$ cat config.mk
export PLATFORM = sky130hd
export DESIGN_NAME = e1_rx_alarm_irq_logic
export DESIGN_NICKNAME = d
export VERILOG_FILES = /design/src/logic/e1_rx_alarm_irq_pkg.sv /design/src/logic/alarm_change_detect.sv /design/src/logic/e1_rx_alarm_irq_logic.sv
export SDC_FILE = /design/constraint.sdc
export NUM_CORES = 1
export LEC_CHECK = 0
export CAP_MARGIN = 20
export CELL_PAD_IN_SITES_DETAIL_PLACEMENT = 0
export CELL_PAD_IN_SITES_GLOBAL_PLACEMENT = 2
export CORE_ASPECT_RATIO = 0.8
export CORE_UTILIZATION = 25
export CTS_CLUSTER_SIZE = 16
export DETAILED_ROUTE_END_ITERATION = 10
export DONT_BUFFER_PORTS = 1
export GPL_TIMING_DRIVEN = 1
export PLACE_DENSITY_LB_ADDON = 0.1
export SYNTH_ARGS = -nofsm -noshare
export SYNTH_HDL_FRONTEND = slang
export SYNTH_SLANG_ARGS = --single-unit
$ cat constraint.sdc
create_clock -name I_CLK_SYS -period 1.8 [get_ports I_CLK_SYS]
set_input_delay 0 -clock I_CLK_SYS [delete_from_list [all_inputs] [get_ports I_CLK_SYS]]
set_output_delay 0 -clock I_CLK_SYS [all_outputs]
set_load 0.05 [all_outputs]
$ cat src/logic/e1_rx_alarm_irq_pkg.sv
// Package for the receive E1 alarm interrupt block: register map, field positions, reset values.
// Assumes a 32-bit classic Wishbone register bus with byte addresses and 8-bit registers in the low lane.
package e1_rx_alarm_irq_pkg;

    ////////////////////////////////////////////////////////////////////////////
    // Bus geometry
    localparam int unsigned WB_ADR_W = 8;
    localparam int unsigned WB_DAT_W = 32;
    localparam int unsigned WB_SEL_W = 4;
    localparam int unsigned REG_W = 8;

    ////////////////////////////////////////////////////////////////////////////
    // Register byte offsets
    localparam logic [WB_ADR_W-1:0] EXCESS_ZERO_CHANGE_FLAG_OFS = 8'h00;
    localparam logic [WB_ADR_W-1:0] EXZ_ENABLE_OFS = 8'h04;
    localparam logic [WB_ADR_W-1:0] LOS_CRC_STATUS_OFS = 8'h08;
    localparam logic [WB_ADR_W-1:0] LOS_CRC_ENABLE_OFS = 8'h0C;

    ////////////////////////////////////////////////////////////////////////////
    // Excessive-zero status / enable fields
    localparam int unsigned EXZ_FLAG_BIT = 0;
    localparam int unsigned NATBIT7_FLAG_BIT = 1;
    localparam int unsigned NATBIT7_STATE_BIT = 5;
    localparam int unsigned EXZ_EN_BIT = 0;
    localparam int unsigned NATBIT7_EN_BIT = 1;

    // Loss/CRC status / enable fields
    localparam int unsigned TS16_STATE_BIT = 4;
    localparam int unsigned LOS_FLAG_BIT = 3;
    localparam int unsigned CRC_FLAG_BIT = 2;
    localparam int unsigned LOS_EN_BIT = 3;
    localparam int unsigned CRC_EN_BIT = 2;

    ////////////////////////////////////////////////////////////////////////////
    // Reset values
    localparam logic [REG_W-1:0] EXZ_ENABLE_RST = 8'h00;
    localparam logic [REG_W-1:0] LOS_CRC_ENABLE_RST = 8'h00;
    localparam logic FLAG_RST = 1'h0;

    ////////////////////////////////////////////////////////////////////////////
    // Sa7 qualification: zero seen in at least VOTE_MIN of the last VOTE_WIN observations
    localparam int unsigned VOTE_WIN = 3;
    localparam int unsigned VOTE_MIN = 2;
    localparam logic [VOTE_WIN-1:0] VOTE_HIST_RST = 3'h0;

endpackage : e1_rx_alarm_irq_pkg

$ cat src/logic/alarm_change_detect.sv
// Change detector: one-cycle pulse whenever a level alarm changes state.
// Assumes the level is synchronous to the clock; the first sampled value after reset is taken silently.
`timescale 1ns/1ps
`default_nettype none

module alarm_change_detect
(
    // Clock and reset
    input wire logic i_clk,
    input wire logic i_reset,
    // Alarm level in, change pulse out
    input wire logic i_level,
    output logic o_change
);

    logic prev_ff;
    logic primed_ff;

    ////////////////////////////////////////////////////////////////////////////
    // Remember the last level; no event at the first sample, so a standing alarm at reset raises nothing
    always_ff @(posedge i_clk)
    begin
        if (i_reset)
        begin
            prev_ff <= 1'b0;
            primed_ff <= 1'b0;
        end
        else
        begin
            prev_ff <= i_level;
            primed_ff <= 1'b1;
        end
    end

    // Both directions count: entry and exit each give one pulse
    assign o_change = primed_ff & (prev_ff ^ i_level);

endmodule : alarm_change_detect

`default_nettype wire

$ cat src/logic/e1_rx_alarm_irq_logic.sv
// Receive E1 alarm interrupt block: change flags, enables, state bits and one interrupt line.
// Assumes alarm levels and the Sa7 observation strobe are synchronous to I_CLK_SYS (25 MHz).
`timescale 1ns/1ps
`default_nettype none

module e1_rx_alarm_irq_logic
(
    // System clock and synchronous reset
    input wire logic I_CLK_SYS,
    input wire logic I_RESET,
    // Wishbone classic slave
    input wire logic I_WB_CYC,
    input wire logic I_WB_STB,
    input wire logic I_WB_WE,
    input wire logic [e1_rx_alarm_irq_pkg::WB_ADR_W-1:0] I_WB_ADR,
    input wire logic [e1_rx_alarm_irq_pkg::WB_SEL_W-1:0] I_WB_SEL,
    input wire logic [e1_rx_alarm_irq_pkg::WB_DAT_W-1:0] I_WB_DAT,
    output logic [e1_rx_alarm_irq_pkg::WB_DAT_W-1:0] O_WB_DAT,
    output logic O_WB_ACK,
    // Receive framer alarm inputs
    input wire logic I_NATBIT7,
    input wire logic I_NATBIT7_VALID,
    input wire logic I_EXCESS_ZERO,
    input wire logic I_LOSS_SIGNAL,
    input wire logic I_CRC_MFRAME_LOCK,
    input wire logic I_TS16_ALL_ONES,
    // Interrupt request, active high level
    output logic O_IRQ
);

    import e1_rx_alarm_irq_pkg::*;

    ////////////////////////////////////////////////////////////////////////////
    // Declarations
    logic [VOTE_WIN-1:0] sa7_hist_ff;
    logic [VOTE_WIN-1:0] nxt_sa7_hist;
    logic natbit7_zero_ff;
    logic nxt_natbit7_zero;
    logic [1:0] zero_votes;

    logic natbit7_zero_change;
    logic excess_zero_change;
    logic loss_signal_change;
    logic crc_mframe_change;

    logic natbit7_zero_change_flag_ff;
    logic excess_zero_change_flag_ff;
    logic loss_signal_change_flag_ff;
    logic crc_mframe_change_flag_ff;

    logic [REG_W-1:0] excess_zero_irq_enable_ff;
    logic [REG_W-1:0] los_crc_irq_enable_ff;
    logic ts16_all_ones_state_ff;

    logic natbit7_zero_change_irq_en;
    logic excess_zero_change_irq_en;
    logic loss_signal_change_irq_en;
    logic crc_mframe_change_irq_en;

    logic wb_req;
    logic wb_wr;
    logic wb_rd;
    logic rd_clear_exz;
    logic rd_clear_los_crc;
    logic [REG_W-1:0] excess_zero_irq_status;
    logic [REG_W-1:0] los_crc_irq_status;
    logic [WB_DAT_W-1:0] nxt_rd_data;

    logic wb_ack_ff;
    logic [WB_DAT_W-1:0] wb_dat_ff;
    logic irq_ff;
    logic nxt_irq;

    ////////////////////////////////////////////////////////////////////////////
    // Sa7 two-of-three qualification
    always_comb
    begin
        nxt_sa7_hist = sa7_hist_ff;
        if (I_NATBIT7_VALID)
        begin
            nxt_sa7_hist = {sa7_hist_ff[VOTE_WIN-2:0], ~I_NATBIT7};
        end
    end

    assign zero_votes = 2'(sa7_hist_ff[0]) + 2'(sa7_hist_ff[1]) + 2'(sa7_hist_ff[2]);
    assign nxt_natbit7_zero = (zero_votes >= 2'(VOTE_MIN));

    always_ff @(posedge I_CLK_SYS)
    begin
        if (I_RESET)
        begin
            sa7_hist_ff <= VOTE_HIST_RST;
            natbit7_zero_ff <= 1'b0;
        end
        else
        begin
            sa7_hist_ff <= nxt_sa7_hist;
            natbit7_zero_ff <= nxt_natbit7_zero;
        end
    end

    ////////////////////////////////////////////////////////////////////////////
    // Change detection, one instance per alarm except time slot 16, which has no change flag
    alarm_change_detect u_natbit7_chg
    (
        .i_clk(I_CLK_SYS),
        .i_reset(I_RESET),
        .i_level(natbit7_zero_ff),
        .o_change(natbit7_zero_change)
    );

    alarm_change_detect u_excess_zero_chg
    (
        .i_clk(I_CLK_SYS),
        .i_reset(I_RESET),
        .i_level(I_EXCESS_ZERO),
        .o_change(excess_zero_change)
    );

    alarm_change_detect u_loss_signal_chg
    (
        .i_clk(I_CLK_SYS),
        .i_reset(I_RESET),
        .i_level(I_LOSS_SIGNAL),
        .o_change(loss_signal_change)
    );

    alarm_change_detect u_crc_mframe_chg
    (
        .i_clk(I_CLK_SYS),
        .i_reset(I_RESET),
        .i_level(I_CRC_MFRAME_LOCK),
        .o_change(crc_mframe_change)
    );

    ////////////////////////////////////////////////////////////////////////////
    // Bus decode: one access per request, answered with ack in the next cycle
    assign wb_req = I_WB_CYC & I_WB_STB & ~wb_ack_ff;
    assign wb_wr = wb_req & I_WB_WE & I_WB_SEL[0];
    assign wb_rd = wb_req & ~I_WB_WE;
    assign rd_clear_exz = wb_rd & (I_WB_ADR == EXCESS_ZERO_CHANGE_FLAG_OFS);
    assign rd_clear_los_crc = wb_rd & (I_WB_ADR == LOS_CRC_STATUS_OFS);

    ////////////////////////////////////////////////////////////////////////////
    // Sticky change flags; an event in the clearing cycle wins over the clear
    always_ff @(posedge I_CLK_SYS)
    begin
        if (I_RESET)
        begin
            excess_zero_change_flag_ff <= FLAG_RST;
            natbit7_zero_change_flag_ff <= FLAG_RST;
            loss_signal_change_flag_ff <= FLAG_RST;
            crc_mframe_change_flag_ff <= FLAG_RST;
        end
        else
        begin
            excess_zero_change_flag_ff <= (excess_zero_change_flag_ff & ~rd_clear_exz) | excess_zero_change;
            natbit7_zero_change_flag_ff <= (natbit7_zero_change_flag_ff & ~rd_clear_exz) | natbit7_zero_change;
            loss_signal_change_flag_ff <= (loss_signal_change_flag_ff & ~rd_clear_los_crc) | loss_signal_change;
            crc_mframe_change_flag_ff <= (crc_mframe_change_flag_ff & ~rd_clear_los_crc) | crc_mframe_change;
        end
    end

    ////////////////////////////////////////////////////////////////////////////
    // Live time slot 16 state, registered so the read path sees a stable value
    always_ff @(posedge I_CLK_SYS)
    begin
        if (I_RESET)
        begin
            ts16_all_ones_state_ff <= 1'b0;
        end
        else
        begin
            ts16_all_ones_state_ff <= I_TS16_ALL_ONES;
        end
    end

    ////////////////////////////////////////////////////////////////////////////
    // Enable registers; only the documented bits are stored, the rest read zero
    always_ff @(posedge I_CLK_SYS)
    begin
        if (I_RESET)
        begin
            excess_zero_irq_enable_ff <= EXZ_ENABLE_RST;
            los_crc_irq_enable_ff <= LOS_CRC_ENABLE_RST;
        end
        else if (wb_wr)
        begin
            if (I_WB_ADR == EXZ_ENABLE_OFS)
            begin
                excess_zero_irq_enable_ff[NATBIT7_EN_BIT] <= I_WB_DAT[NATBIT7_EN_BIT];
                excess_zero_irq_enable_ff[EXZ_EN_BIT] <= I_WB_DAT[EXZ_EN_BIT];
            end
            if (I_WB_ADR == LOS_CRC_ENABLE_OFS)
            begin
                los_crc_irq_enable_ff[LOS_EN_BIT] <= I_WB_DAT[LOS_EN_BIT];
                los_crc_irq_enable_ff[CRC_EN_BIT] <= I_WB_DAT[CRC_EN_BIT];
            end
        end
    end

    // Polarities differ between the two enable registers: high-true here, low-true in the loss/CRC one
    assign natbit7_zero_change_irq_en = excess_zero_irq_enable_ff[NATBIT7_EN_BIT];
    assign excess_zero_change_irq_en = excess_zero_irq_enable_ff[EXZ_EN_BIT];
    assign loss_signal_change_irq_en = ~los_crc_irq_enable_ff[LOS_EN_BIT];
    assign crc_mframe_change_irq_en = ~los_crc_irq_enable_ff[CRC_EN_BIT];

    ////////////////////////////////////////////////////////////////////////////
    // Status register images
    always_comb
    begin
        excess_zero_irq_status = '0;
        excess_zero_irq_status[EXZ_FLAG_BIT] = excess_zero_change_flag_ff;
        excess_zero_irq_status[NATBIT7_FLAG_BIT] = natbit7_zero_change_flag_ff;
        excess_zero_irq_status[NATBIT7_STATE_BIT] = natbit7_zero_ff;
    end

    always_comb
    begin
        los_crc_irq_status = '0;
        los_crc_irq_status[TS16_STATE_BIT] = ts16_all_ones_state_ff;
        los_crc_irq_status[LOS_FLAG_BIT] = loss_signal_change_flag_ff;
        los_crc_irq_status[CRC_FLAG_BIT] = crc_mframe_change_flag_ff;
    end

    // Read mux; unmapped offsets answer with zero rather than an error
    always_comb
    begin
        nxt_rd_data = '0;
        case (I_WB_ADR)
            EXCESS_ZERO_CHANGE_FLAG_OFS: nxt_rd_data = {{(WB_DAT_W-REG_W){1'b0}}, excess_zero_irq_status};
            EXZ_ENABLE_OFS: nxt_rd_data = {{(WB_DAT_W-REG_W){1'b0}}, excess_zero_irq_enable_ff};
            LOS_CRC_STATUS_OFS: nxt_rd_data = {{(WB_DAT_W-REG_W){1'b0}}, los_crc_irq_status};
            LOS_CRC_ENABLE_OFS: nxt_rd_data = {{(WB_DAT_W-REG_W){1'b0}}, los_crc_irq_enable_ff};
            default: nxt_rd_data = '0;
        endcase
    end

    ////////////////////////////////////////////////////////////////////////////
    // Bus answer: data is captured at the same edge that clears the read flags,
    // so the master sees the flags as they stood before the clear
    always_ff @(posedge I_CLK_SYS)
    begin
        if (I_RESET)
        begin
            wb_ack_ff <= 1'b0;
            wb_dat_ff <= '0;
        end
        else
        begin
            wb_ack_ff <= wb_req;
            if (wb_rd)
            begin
                wb_dat_ff <= nxt_rd_data;
            end
        end
    end

    assign O_WB_ACK = wb_ack_ff;
    assign O_WB_DAT = wb_dat_ff;

    ////////////////////////////////////////////////////////////////////////////
    // Interrupt request; registered, so it trails the flags by one cycle
    assign nxt_irq = (natbit7_zero_change_flag_ff & natbit7_zero_change_irq_en)
                   | (excess_zero_change_flag_ff & excess_zero_change_irq_en)
                   | (loss_signal_change_flag_ff & loss_signal_change_irq_en)
                   | (crc_mframe_change_flag_ff & crc_mframe_change_irq_en);

    always_ff @(posedge I_CLK_SYS)
    begin
        if (I_RESET)
        begin
            irq_ff <= 1'b0;
        end
        else
        begin
            irq_ff <= nxt_irq;
        end
    end

    assign O_IRQ = irq_ff;

endmodule : e1_rx_alarm_irq_logic

`default_nettype wire

---- After elaboration in Yosys (flattened, before gate mapping) ----
Index checks and enable logic that the tools add are counted.
storage, ports and cells
  bits in registers ....................... 52
  input port bits ......................... 55
  output and inout bits ................... 34
  logic and storage cells ................. 65
cells by class
  add/subtract/negate cells ............... 2
  order comparisons ....................... 1
  equal/unequal tests ..................... 3
  muxes and demuxes ....................... 2
  bitwise logic cells ..................... 37
  reductions and logical operators ........ 3
operators with widths
  operator            count
  $pmux 6 s4          1
  $and 1x1->1         19
  $eq 8x4->1 const B  2
  $eq 8x3->1 const B  1
  $logic_not 8->1     1
  $not 1->1           7
  $or 1x1->1          7
  $reduce_and 2->1    2
  $xor 1x1->1         4
  $add 1x1->2         1
  $add 2x1->2         1
  $ge 2x2->1 const B  1
  $mux 1              1

---- Longest topological paths before layout ----
Gate-level depths: netlist of the first run.
  depth after elaboration ................. 7
  gate-level depth with buffers ........... 5
  gate-level depth less buffers ........... 4

---- By module ----
Synthesis of the first run repeated with hierarchy kept, for this count alone.
second synthesis, totals
  cell total of the unflattened synthesis .. 153
  area, all modules ....................... 1435.1 sq um
modules (own cells, without submodules)
  module                 times used  cells each  area each (sq um)  sequential area each (sq um)
  e1_rx_alarm_irq_logic  1           129         1174.9             420.4
  alarm_change_detect    4           6           65.1               40.0

---- Worst setup path before layout of the first run ----
OpenSTA, ideal clock, no wires.
  path type ............................... input -> register
  from .................................... input port I_WB_ADR[1] (netlist bit)
  to ...................................... register natbit7_zero_change_flag_ff
  setup time .............................. 0.128 ns
  arrival time ............................ 1.391 ns
  data required time ...................... 1.672 ns
  slack ................................... 0.281 ns
  cell stages on the path ................. 5
  path buffers ............................ 1
  path through ............................ or4_4 -> buf_6 -> or4_4 -> a22oi_1 -> nor2_1
between the ends
  cells in the longest elaborated chain, start to end .. 5
ends and longest elaborated chain
  item                  line                          source
  from (decl)           e1_rx_alarm_irq_logic.sv:15   input wire logic [e1_rx_alarm_irq_pkg::WB_ADR_W-1:0] I_WB_ADR,
  $logic_not 8->1       e1_rx_alarm_irq_logic.sv:141  assign rd_clear_exz = wb_rd & (I_WB_ADR == EXCESS_ZERO_CHANGE_FLAG_OFS);
  $and 1x1->1           e1_rx_alarm_irq_logic.sv:141
  $not 1->1             e1_rx_alarm_irq_logic.sv:158  natbit7_zero_change_flag_ff <= (natbit7_zero_change_flag_ff & ~rd_clear_exz) | natbit7_zero_change;
  $and 1x1->1           e1_rx_alarm_irq_logic.sv:158
  $or 1x1->1            e1_rx_alarm_irq_logic.sv:158
  to (signal assigned)  e1_rx_alarm_irq_logic.sv:158
  to (decl)             e1_rx_alarm_irq_logic.sv:46   logic natbit7_zero_change_flag_ff;
Every way passes these cells.
A chain may end at the register's enable or synchronous reset.

---- Final worst setup path of the first run ----
  from .................................... register wb_ack_ff, in the netlist O_WB_ACK
  to ...................................... register loss_signal_change_flag_ff
between the ends
  cells in the longest elaborated chain, start to end .. 7
ends and longest elaborated chain
  item                    line                          source
  from (decl)             e1_rx_alarm_irq_logic.sv:69   logic wb_ack_ff;
  from (signal assigned)  e1_rx_alarm_irq_logic.sv:251  wb_ack_ff <= wb_req;
  $not 1->1               e1_rx_alarm_irq_logic.sv:138  assign wb_req = I_WB_CYC & I_WB_STB & ~wb_ack_ff;
  $and 1x1->1             e1_rx_alarm_irq_logic.sv:138
  $and 1x1->1             e1_rx_alarm_irq_logic.sv:140  assign wb_rd = wb_req & ~I_WB_WE;
  $and 1x1->1             e1_rx_alarm_irq_logic.sv:142  assign rd_clear_los_crc = wb_rd & (I_WB_ADR == LOS_CRC_STATUS_OFS);
  $not 1->1               e1_rx_alarm_irq_logic.sv:159  loss_signal_change_flag_ff <= (loss_signal_change_flag_ff & ~rd_clear_los_crc) | loss_signal_change;
  $and 1x1->1             e1_rx_alarm_irq_logic.sv:159
  $or 1x1->1              e1_rx_alarm_irq_logic.sv:159
  to (signal assigned)    e1_rx_alarm_irq_logic.sv:159
  to (decl)               e1_rx_alarm_irq_logic.sv:48   logic loss_signal_change_flag_ff;
Every way passes these cells.

==> metrics.txt, run 1 <==
status finished, final reports clean; worst stage delay on the critical path 0.33 ns; cell mode on critical path buf_4; die height around 65 um; Worst-Margin Slew 0.8078 ns; WL final 2.388 mm; grt total ovfl 0; Pwr Density 840.0 nW/um2; Yosys reg bits 26; Worst R2R End loss_signal_change_flag_ff; gate count of the mapped netlist between 100 and 150; synth unique cells 30; area of the mapped netlist around 1200 um2; Final setup viols 0; Setup Skew a little under 0.001 ns; Layout Cells excl Fill between 200 and 250; GR Util met3 under 10%; dpl cells between 150 and 200; crit start category register; Final Util 30.51%; ANT cells 0; grt peak-use layer met2; Slowest cell on crit path dfxtp_1; IR drop worst, VDD around 380 uV; arrival time worst endpoint 1.55 ns; die area between 5000 and 6000 um2; Critical Path Sink loss_signal_change_flag_ff; R2R Path Start O_WB_ACK; sequential fraction of the synthesis area approximately two fifths; core area about 4700 um2; final worst path period need approximately 1.4 ns; drt pass-1 iters 4; layout cells sized above 1 between 10% and 20%; Setup Crit Path Kind reg -> reg; final setup margin ~0.38 ns; Syn Area/Cell between 9 and 10 um2; routed vias around 890; r2r setup slk 0.38 ns; die span in x roughly 81 um; Filler Cell Count ~530; residual DRC count 0; Pins Over Slew Limit 0; largest net degree at the start of global routing 22; vias in the first global route between 800 and 900; WL per Instance 11.21 um; Root Driver clkbuf_8; Max Clk Rate 702.3 MHz; Skew-Pair Late Insertion Delay 0.26 ns; Initial Util about a quarter; pre-CTS setup slack approximately 0.29 ns; Fin. Hold Viols 0; worst endpoint required time between 1.5 and 2 ns; WP depth 5; RSZ-0062 raised after global routing false; Clock Tree Buf Depth 2; first-pass GRT wire length 3.843 mm; Worst-path clk slew roughly 0.090 ns; TritonCTS Buffers 3; CP Buf/Inv Count 2; synth warn 0; Final Cycle Share between 70 and 80%; GR Util met2 15.36%; Leak Pwr between 0.6 and 0.7 nW; Post-Route Setup TNS 0 ns; H-tree depth 1; Rel. slew slack 46.15%; Antenna Nets Post-Route 0; clock sink count 26; critical path's top delay family simple AND/OR/NAND/NOR gates; CP startpoint O_WB_ACK; Area growth syn-to-layout 15.14%; gpl congestion just over 0.7; initial antenna violation count 0; CTS tree built; Worst Hold Class in -> reg; layout net count 210; Tot GR Track Use under 10%; count of buffers from port buffering 0; max cap viols 0; vias per inst ~4.2; post-DP HPWL about 1.8 mm; initial detailed-routing violation count 15; r2r worst-path depth 5; cell breakdown of the critical path nand4bb_1, buf_4, nor4_1, buf_4, o32ai_1; CP Capture Type register; GR Layer Usage met1 a little over an eighth; site row count 22; I/O Pins 89; Crit Path Max Fanout 10; Hold Crit Depth 3
## what timing repair did
action                                  4_1_cts  5_1_grt
endpoints found under the setup margin        0        2
endpoints found under the hold margin        25        0
setup buffers                                 0        0
resized for setup                             0        1
hold buffers                                 12        0
## placed cells by master, fill, tap and decap left out, drive strengths merged, types with 2 or more instances in the layout
cell,count
a21oi,2
a22oi,5
buf,9
clkbuf,4
conb,26
dfxtp,26
dlygate4sd3,11
inv,4
mux2i,11
nand2,9
nor2,17
nor2b,4
nor3,3
nor4,2
o32ai,2
or4,2
xnor2,2
xor2,2
## cells in the mapped netlist
| master | n | area, um2 |
|---|---|---|
| a21oi_1 | 2 | 10.01 |
| o22ai_1 | 1 | 6.260 |
| buf_2 | 1 | 5.000 |
| a211oi_1 | 1 | 7.510 |
| nor3_1 | 3 | 15.01 |
| or4_4 | 2 | 22.52 |
| mux2i_1 | 11 | 110.1 |
| nand4_1 | 1 | 6.260 |
| nand2_1 | 9 | 33.78 |
| inv_1 | 4 | 15.01 |
| ha_1 | 1 | 12.51 |
| clkbuf_1 | 4 | 15.01 |
| nor2_1 | 17 | 63.81 |
| conb_1 | 1 | 3.750 |
| and2_1 | 1 | 6.260 |
| o32ai_1 | 2 | 17.52 |
| a221oi_1 | 1 | 8.760 |
| a22oi_1 | 5 | 37.54 |
| and3b_1 | 1 | 8.760 |
| a2bb2oi_1 | 1 | 8.760 |
| or3b_2 | 1 | 8.760 |
| or3_1 | 1 | 6.260 |
| xor2_1 | 2 | 17.52 |
| nand4bb_1 | 1 | 11.26 |
| nor2b_1 | 4 | 25.02 |
| buf_4 | 26 | 195.2 |
| buf_6 | 1 | 11.26 |
| xnor2_1 | 2 | 17.52 |
| dfxtp_1 | 26 | 520.5 |
| nor4_1 | 2 | 12.51 |
## worst min path at each step
| stage | start | end | slack (ns) |
|---|---|---|---|
| 5_1_grt | I_WB_CYC | O_WB_ACK | 0.03 |
| 2_1_floorplan | I_NATBIT7_VALID | sa7_hist_ff[0] | 0.09 |
| 6_report | I_EXCESS_ZERO | excess_zero_change_flag_ff | 0.02 |
| 3_5_place_dp | I_RESET | u_loss_signal_chg.prev_ff | 0.07 |
| 4_1_cts | I_EXCESS_ZERO | excess_zero_change_flag_ff | 0.01 |
| 3_3_place_gp | I_RESET | u_natbit7_chg.prev_ff | 0.07 |
## state kept, by name (all words and copies together) (netlist names)
signal,flops
O_IRQ,1
O_WB_ACK,1
O_WB_DAT,6
crc_mframe_change_flag_ff,1
excess_zero_change_flag_ff,1
excess_zero_irq_enable_ff,2
los_crc_irq_enable_ff,2
loss_signal_change_flag_ff,1
natbit7_zero_change_flag_ff,1
natbit7_zero_ff,1
sa7_hist_ff,3
ts16_all_ones_state_ff,1
u_crc_mframe_chg.prev_ff,1
u_excess_zero_chg.prev_ff,1
u_loss_signal_chg.prev_ff,1
u_natbit7_chg.prev_ff,1
u_natbit7_chg.primed_ff,1
## layer usage
layer	wire length, um	share of wire, %
met3	176	7.4
met5	0	0
met2	1013	42
met4	14	0.59
met1	1183	50
## power breakdown
part	internal [mW]	total (mW)	switching, mW
Clock	0.195	0.376	0.181
Combinational	0.0483	0.210	0.162
Sequential	0.594	0.613	0.0190
Total	0.838	1.20	0.361
## cell type report
type,instances,area (um2),area share (%)
sequential,26,520.5,36.46
clock buffer,4,55.05,3.856
tap,60,75.07,5.259
inverter,4,15.01,1.052
timing repair buffer,21,190.2,13.32
multi-input combinational,98,571.8,40.05
## logic make-up (layout without fill, tap and decap cells)
logic type / Yosys count / count (layout) / share of synthesized area [%]
other cells: 1 / 26 / 0.3024
compound gates: 13 / 13 / 7.771
flops: 26 / 26 / 41.98
mux: 11 / 11 / 8.880
fa+ha+maj: 1 / 1 / 1.009
buf+inv: 36 / 29 / 19.47
xor+xnor: 4 / 4 / 2.826
simple gates: 43 / 43 / 17.76
## worst reg2reg max path, stage by stage, from the launching register on
cell	delay, ns
dfxtp_1	0.33
nand4bb_1	0.21
buf_4	0.21
nor4_1	0.29
buf_4	0.18
o32ai_1	0.07
## stage by stage
step / total power, mW / instance area [um2] / hold WS [ns]
final: 1.199 / 1428 / 0.02130
after global routing: 1.265 / 1428 / 0.03484
after CTS: 1.224 / 1425 / 0.01291
after detailed placement: 0.8078 / 1250 / 0.07437
after global placement: 0.8060 / 1250 / 0.07156
after floorplan: 0.8456 / 1334 / 0.09458
Power figures use the tool's default switching activity.
==> run 2, diff against run 1 <==
ABC_AREA = 1   (was default)
clock period = 1.4 ns   (was 1.8 ns; I/O delays follow)
==> metrics.txt, run 2 <==
clock sink count 26 (unchanged); Fin. Hold Viols 0 (unchanged); highest-count cells in the layout ignoring fill and taps nand2_1, dfxtp_1, conb_1, dlygate4sd3_1, nor2_1 (was dfxtp_1, conb_1, nor2_1, mux2i_1, dlygate4sd3_1); Rel. slew slack 59.06% (was 46.15%); die area 5720 um2 (was 5247 um2); CP startpoint excess_zero_irq_enable_ff[1] (was O_WB_ACK); Antenna Nets Post-Route 0 (unchanged); Worst R2R End O_IRQ (was loss_signal_change_flag_ff); core area 5122 um2 (was 4679 um2); final worst path period need 1.240 ns (was 1.424 ns); R2R Path Start excess_zero_irq_enable_ff[1] (was O_WB_ACK); Crit Path Max Fanout 3 (was 10); CP Capture Type register (unchanged); Initial Util 26.45% (was 26.50%); vias per inst 4.049 (was 4.183); H-tree depth 1 (unchanged); die span in x 84.31 um (was 80.74 um); status complete, but fails checks (was finished, final reports clean); post-DP HPWL 2.079 mm (was 1.803 mm); WP depth 3 (was 5); most frequent cell after synthesis nand2_1; worst hold slack 0.01710 ns (was 0.02130 ns); Area growth syn-to-layout 21.79% (was 15.14%); worst stage delay on the critical path 0.55 ns (was 0.33 ns); worst endpoint required time 1.62 ns (was 1.93 ns); Worst-Margin Slew 0.6121 ns (was 0.8078 ns); Final Util 32.22% (was 30.51%); Pins Over Slew Limit 0 (unchanged); Top FF cell, synth dfxtp_1 (unchanged); Synth top cells by count nand2_1, buf_4, dfxtp_1, nor2_1, inv_1 (was buf_4, dfxtp_1, nor2_1, mux2i_1, nand2_1); Leak Pwr 0.7505 nW (was 0.6070 nW); Root Driver clkbuf_8 (unchanged); Setup Crit Path Kind reg -> reg (unchanged); Yosys reg bits 26 (unchanged); post-synth top area share 38.41% (was 41.98%); area of the mapped netlist 1355 um2 (was 1240 um2); die height 67.85 um (was 64.99 um); Max Clk Rate 806.5 MHz (was 702.3 MHz); critical path's top delay family buffers and inverters (was simple AND/OR/NAND/NOR gates); WL final 2.837 mm (was 2.388 mm); post-CTS setup buffers 0 (unchanged); r2r worst-path depth 3 (was 5); arrival time worst endpoint 1.46 ns (was 1.55 ns); largest net degree at the start of global routing 15 (was 22); ANT cells 0 (unchanged); vias in the first global route 971 (was 806); commonest non-fill, non-tap cell in the layout nand2_1; Setup Skew 0.002292 ns (was 0.0009615 ns); cell breakdown of the critical path nand2_1, a41oi_1, dlygate4sd3_1 (was nand4bb_1, buf_4, nor4_1, buf_4, o32ai_1); area of the multi-input gates 665.6 um2 (was 571.8 um2); max cap viols 0 (unchanged); Final setup viols 0 (unchanged); sequential fraction of the synthesis area 38.41% (was 41.98%); Tot GR Track Use 10.39% (was 9.884%); gpl congestion 0.7243 (was 0.7154); violated checks design-rule violations; Critical Path Sink O_IRQ (was loss_signal_change_flag_ff); Largest register FFs 6 (unchanged); Syn Area/Cell 7.788 um2 (was 9.185 um2); residual DRC count 6 (was 0); grt total ovfl 0 (unchanged); site row count 23 (was 22); layout cells sized above 1 15.69% (was 10.46%); Slowest cell on crit path dlygate4sd3_1 (was dfxtp_1); CP Buf/Inv Count 1 (was 2); Post-synth EDFFs 0 (unchanged); gate count of the mapped netlist 174 (was 135); r2r setup slk 0.16 ns (was 0.38 ns); WL per Instance 10.67 um (was 11.21 um); top cells by area, synth dfxtp_1, buf_4, nand2_1 (was dfxtp_1, buf_4, mux2i_1); I/O Pins 89 (unchanged); synth warn 0 (unchanged); synth unique cells 26 (was 30); IR drop worst, VDD 422.9 uV (was 382.1 uV); TritonCTS Buffers 3 (unchanged); Register Area 520.5 um2 (unchanged); first-pass GRT wire length 4.547 mm (was 3.843 mm); CTS tree built (unchanged); Post-synth ARST share 0% (unchanged); Post-Route Setup TNS 0 ns (unchanged); Worst-path clk slew 0.09 ns (about the same); count of buffers from port buffering 0 (unchanged); routed vias 1077 (was 891); crit start category register (unchanged); Clock Tree Buf Depth 2 (unchanged); RSZ-0062 raised after global routing false (unchanged); initial antenna violation count 0 (unchanged); Post-CTS Resized 0 (unchanged); Skew-Pair Late Insertion Delay 0.27 ns (was 0.26 ns); leading area contributor after synthesis dfxtp_1 (unchanged); Pwr Density 962.2 nW/um2 (was 840.0 nW/um2); Filler Cell Count 554 (was 526); Worst Hold Class in -> reg (unchanged); initial detailed-routing violation count 39 (was 15); layout net count 261 (was 210); Final Cycle Share 88.56% (was 79.10%); drt pass-1 iters 9 (was 4)
## run 2: how the worst min path moves through the flow
stage / startpoint / endpoint / slack (ns) / cells after the start
2_1_floorplan: I_NATBIT7_VALID / sa7_hist_ff[0] / 0.09 / 1
3_3_place_gp: I_RESET / O_WB_DAT[1] / 0.07 / 1
3_5_place_dp: I_RESET / O_WB_DAT[3] / 0.07 / 1
4_1_cts: I_RESET / O_WB_DAT[5] / 0.01 / 3
5_1_grt: I_RESET / O_WB_DAT[5] / 0.04 / 3
6_report: I_RESET / O_WB_DAT[5] / 0.02 / 3
## run 2: logic make-up (layout without fill, tap and decap cells)
kind of cell / Yosys count / in the layout / synth area share (%)
DFF: 26 / 26 / 38.41
other: 1 / 26 / 0.2767
xor gates and xnor gates: 4 / 4 / 2.585
adders and majority gates: 1 / 1 / 0.9232
and+or+nand+nor: 81 / 81 / 29.82
buffers and inverters: 43 / 48 / 19.39
AOI/OAI and AO/OA: 18 / 18 / 8.586
## run 2: per-stage QoR
stage | instances | worst slack (ns) | power (mW) | area [um2]
3_5_place_dp | 240 | 0.3003 | 1.054 | 1375
4_1_cts | 266 | 0.1481 | 1.605 | 1650
5_1_grt | 266 | 0.09066 | 1.665 | 1650
2_1_floorplan | 199 | 0.1298 | 1.098 | 1449
3_3_place_gp | 240 | 0.3126 | 1.052 | 1375
6_report | 266 | 0.1601 | 1.588 | 1650
## run 2: worst reg2reg max path, stage by stage, from the launching register on
cell           delay, ns
dfxtp_1             0.38
nand2_1             0.07
a41oi_1             0.19
dlygate4sd3_1       0.55
## run 2: timing repair
item	4_1_cts	5_1_grt
endpoints found under the setup margin	0	0
hold endpoints to repair	26	0
hold buffers	22	0
## run 2: final cells by class
cell class	instances	area share [%]
clock buffers	4	3.336
inverters	15	3.563
multi-input cells	130	40.33
flip-flops and latches	26	31.54
well taps	62	4.701
repair buffers	29	16.53
## run 2: routing by layer
metal / global-route usage [%] / wire length (um) / part of all wire, %
met3: 2.413 / 165 / 5.8
met2: 19.26 / 1368 / 48
met4: 1.940 / 18 / 0.63
met5: 0 / 0 / 0
met1: 12.60 / 1284 / 45
## run 2: power breakdown
part | switching (mW) | internal, mW
sequential | 0.0262 | 0.767
combinational | 0.227 | 0.0768
clock | 0.240 | 0.251
==> run 3, diff against run 2 <==
--- a/config.mk
+++ b/config.mk
@@ -11,4 +11,5 @@
 export CELL_PAD_IN_SITES_GLOBAL_PLACEMENT = 2
 export CORE_ASPECT_RATIO = 0.8
+export CORE_MARGIN = 4
 export CORE_UTILIZATION = 25
 export CTS_CLUSTER_SIZE = 16
==> constraint.sdc (replaced) <==
create_clock -name I_CLK_SYS -period 1.4 [get_ports I_CLK_SYS]
set_input_delay 0.21 -clock I_CLK_SYS [delete_from_list [all_inputs] [get_ports I_CLK_SYS]]
set_output_delay 0.21 -clock I_CLK_SYS [all_outputs]
set_load 0.05 [all_outputs]
==> metrics.txt, run 3 (synthesis gave the netlist of run 2 again) <==
post-DP HPWL 2.330 mm (was 2.079 mm); WL per Instance 11.76 um (was 10.67 um); r2r setup slk 0.30 ns (was 0.16 ns); Final Util 28.31% (was 32.22%); Max Clk Rate 787.0 MHz (was 806.5 MHz); worst stage delay on the critical path 1.07 ns (was 0.55 ns); drt pass-1 iters 4 (was 9); CTS tree built (unchanged); Clock Tree Buf Depth 2 (unchanged); layout net count 241 (was 261); commonest non-fill, non-tap cell in the layout nand2_1 (unchanged); R2R Path Start O_WB_ACK (was excess_zero_irq_enable_ff[1]); Rel. slew slack 45.46% (was 59.06%); post-CTS setup buffers 0 (unchanged); Critical Path Sink natbit7_zero_ff (was O_IRQ); critical path's top delay family buffers and inverters (unchanged); Power Total 1.531 mW (was 1.588 mW); Fin. Hold Viols 0 (unchanged); site row count 23 (unchanged); Antenna Nets Post-Route 0 (unchanged); WL final 2.892 mm (was 2.837 mm); Final Cycle Share 90.76% (was 88.56%); largest net degree at the start of global routing 20 (was 15); clock sink count 26 (unchanged); crit start category primary input (was register); highest-count cells in the layout ignoring fill and taps nand2_1, dfxtp_1, conb_1, nor2_1, inv_1 (was nand2_1, dfxtp_1, conb_1, dlygate4sd3_1, nor2_1); Filler Cell Count 574 (was 554); CP Capture Type register (unchanged); grt total ovfl 0 (unchanged); core area 5122 um2 (unchanged); first-pass GRT wire length 4.609 mm (was 4.547 mm); Initial Util 26.45% (unchanged); Setup Skew 0.008523 ns (was 0.002292 ns); r2r worst-path depth 5 (was 3); Tot GR Track Use 8.722% (was 10.39%); layout cells sized above 1 17.39% (was 15.69%); Crit Path Max Fanout 19 (was 3); cell breakdown of the critical path dlygate4sd3_1, nor2_1 (was nand2_1, a41oi_1, dlygate4sd3_1); area of the multi-input gates 665.6 um2 (unchanged); residual DRC count 0 (was 6); Pins Over Slew Limit 0 (unchanged); WP depth 2 (was 3); Skew-Pair Late Insertion Delay 0.27 ns (about the same); Final setup viols 0 (unchanged); arrival time worst endpoint 1.39 ns (was 1.46 ns); Largest register FFs 6 (unchanged); die span in x 90.31 um (was 84.31 um); Root Driver clkbuf_8 (unchanged); CP Buf/Inv Count 1 (unchanged); Setup Crit Path Kind in -> reg (was reg -> reg); RSZ-0062 raised after global routing false (unchanged); Worst Hold Class in -> reg (unchanged); ANT cells 0 (unchanged); TritonCTS Buffers 3 (unchanged); Post-Route Setup TNS 0 ns (unchanged); Area growth syn-to-layout 7.017% (was 21.79%); die area 6669 um2 (was 5720 um2); worst endpoint required time 1.52 ns (was 1.62 ns); Register Area 520.5 um2 (unchanged); die height 73.85 um (was 67.85 um); Leak Pwr 0.6543 nW (was 0.7505 nW); status finished, final reports clean (was complete, but fails checks); vias per inst 4.089 (was 4.049); CP startpoint I_RESET (was excess_zero_irq_enable_ff[1]); initial antenna violation count 0 (unchanged); I/O Pins 89 (unchanged); Worst-Margin Slew 0.8154 ns (was 0.6121 ns); routed vias 1006 (was 1077); gpl congestion 0.6940 (was 0.7243); initial detailed-routing violation count 28 (was 39); Worst-path clk slew 0.08 ns (was 0.09 ns); IR drop worst, VDD 517.5 uV (was 422.9 uV); max cap viols 0 (unchanged); Pwr Density 1056 nW/um2 (was 962.2 nW/um2); Slowest cell on crit path dlygate4sd3_1 (unchanged); count of buffers from port buffering 0 (unchanged); H-tree depth 1 (unchanged); Worst R2R End excess_zero_change_flag_ff (was O_IRQ); vias in the first global route 965 (was 971); final worst path period need 1.271 ns (was 1.240 ns)
==> run 3: cell count changes in the layout (fill, tap and decap cells not counted) <==
cell           before  now
dlygate4sd3_1      22    2
==> run 3: worst min path at each step <==
stage	endpoint	from	cells past startpoint
5_1_grt	sa7_hist_ff[0]	I_NATBIT7_VALID	1
3_5_place_dp	O_WB_DAT[0]	I_RESET	1
4_1_cts	O_WB_DAT[5]	I_RESET	1
3_3_place_gp	O_WB_DAT[0]	I_RESET	1
2_1_floorplan	sa7_hist_ff[0]	I_NATBIT7_VALID	1
6_report	sa7_hist_ff[0]	I_NATBIT7_VALID	1
==> run 3: final cells by class <==
class / instances / area share (%)
sequential: 26 / 35.89
inverter: 15 / 4.055
timing repair buffer: 9 / 5.004
multi-input combinational: 130 / 45.90
tap: 62 / 5.349
clock buffer: 4 / 3.796
==> run 3: stage by stage <==
step	setup WS, ns	hold WS (ns)	instance area (um2)	std cells
after floorplan	0.1298	0.2995	1449	199
after global placement	0.3102	0.2792	1375	240
after detailed placement	0.2974	0.2785	1375	240
after CTS	0.1130	0.01035	1440	245
after global routing	0.01916	0.002562	1450	246
final	0.1294	0.02557	1450	246
==> run 3: power by group <==
part	internal [mW]	switching (mW)	total, mW
registers	0.767	0.0264	0.793
logic	0.0398	0.220	0.260
clock network	0.251	0.228	0.479
==> run 3: what timing repair did <==
item / 4_1_cts / 5_1_grt
hold buffers: 1 / 1
gates resized for setup: 0 / 0
setup endpoints to repair: 0 / 0
endpoints found under the hold margin: 19 / 1
==> run 3: metal layers <==
metal | up-vias | share of wire, % | track usage (%)
met5 | - | 0 | 0
met2 | 40 | 44 | 14.74
li1 | 511 | - | -
met3 | 2 | 9.4 | 3.685
met1 | 453 | 46 | 10.60
met4 | 0 | 0.31 | 1.528
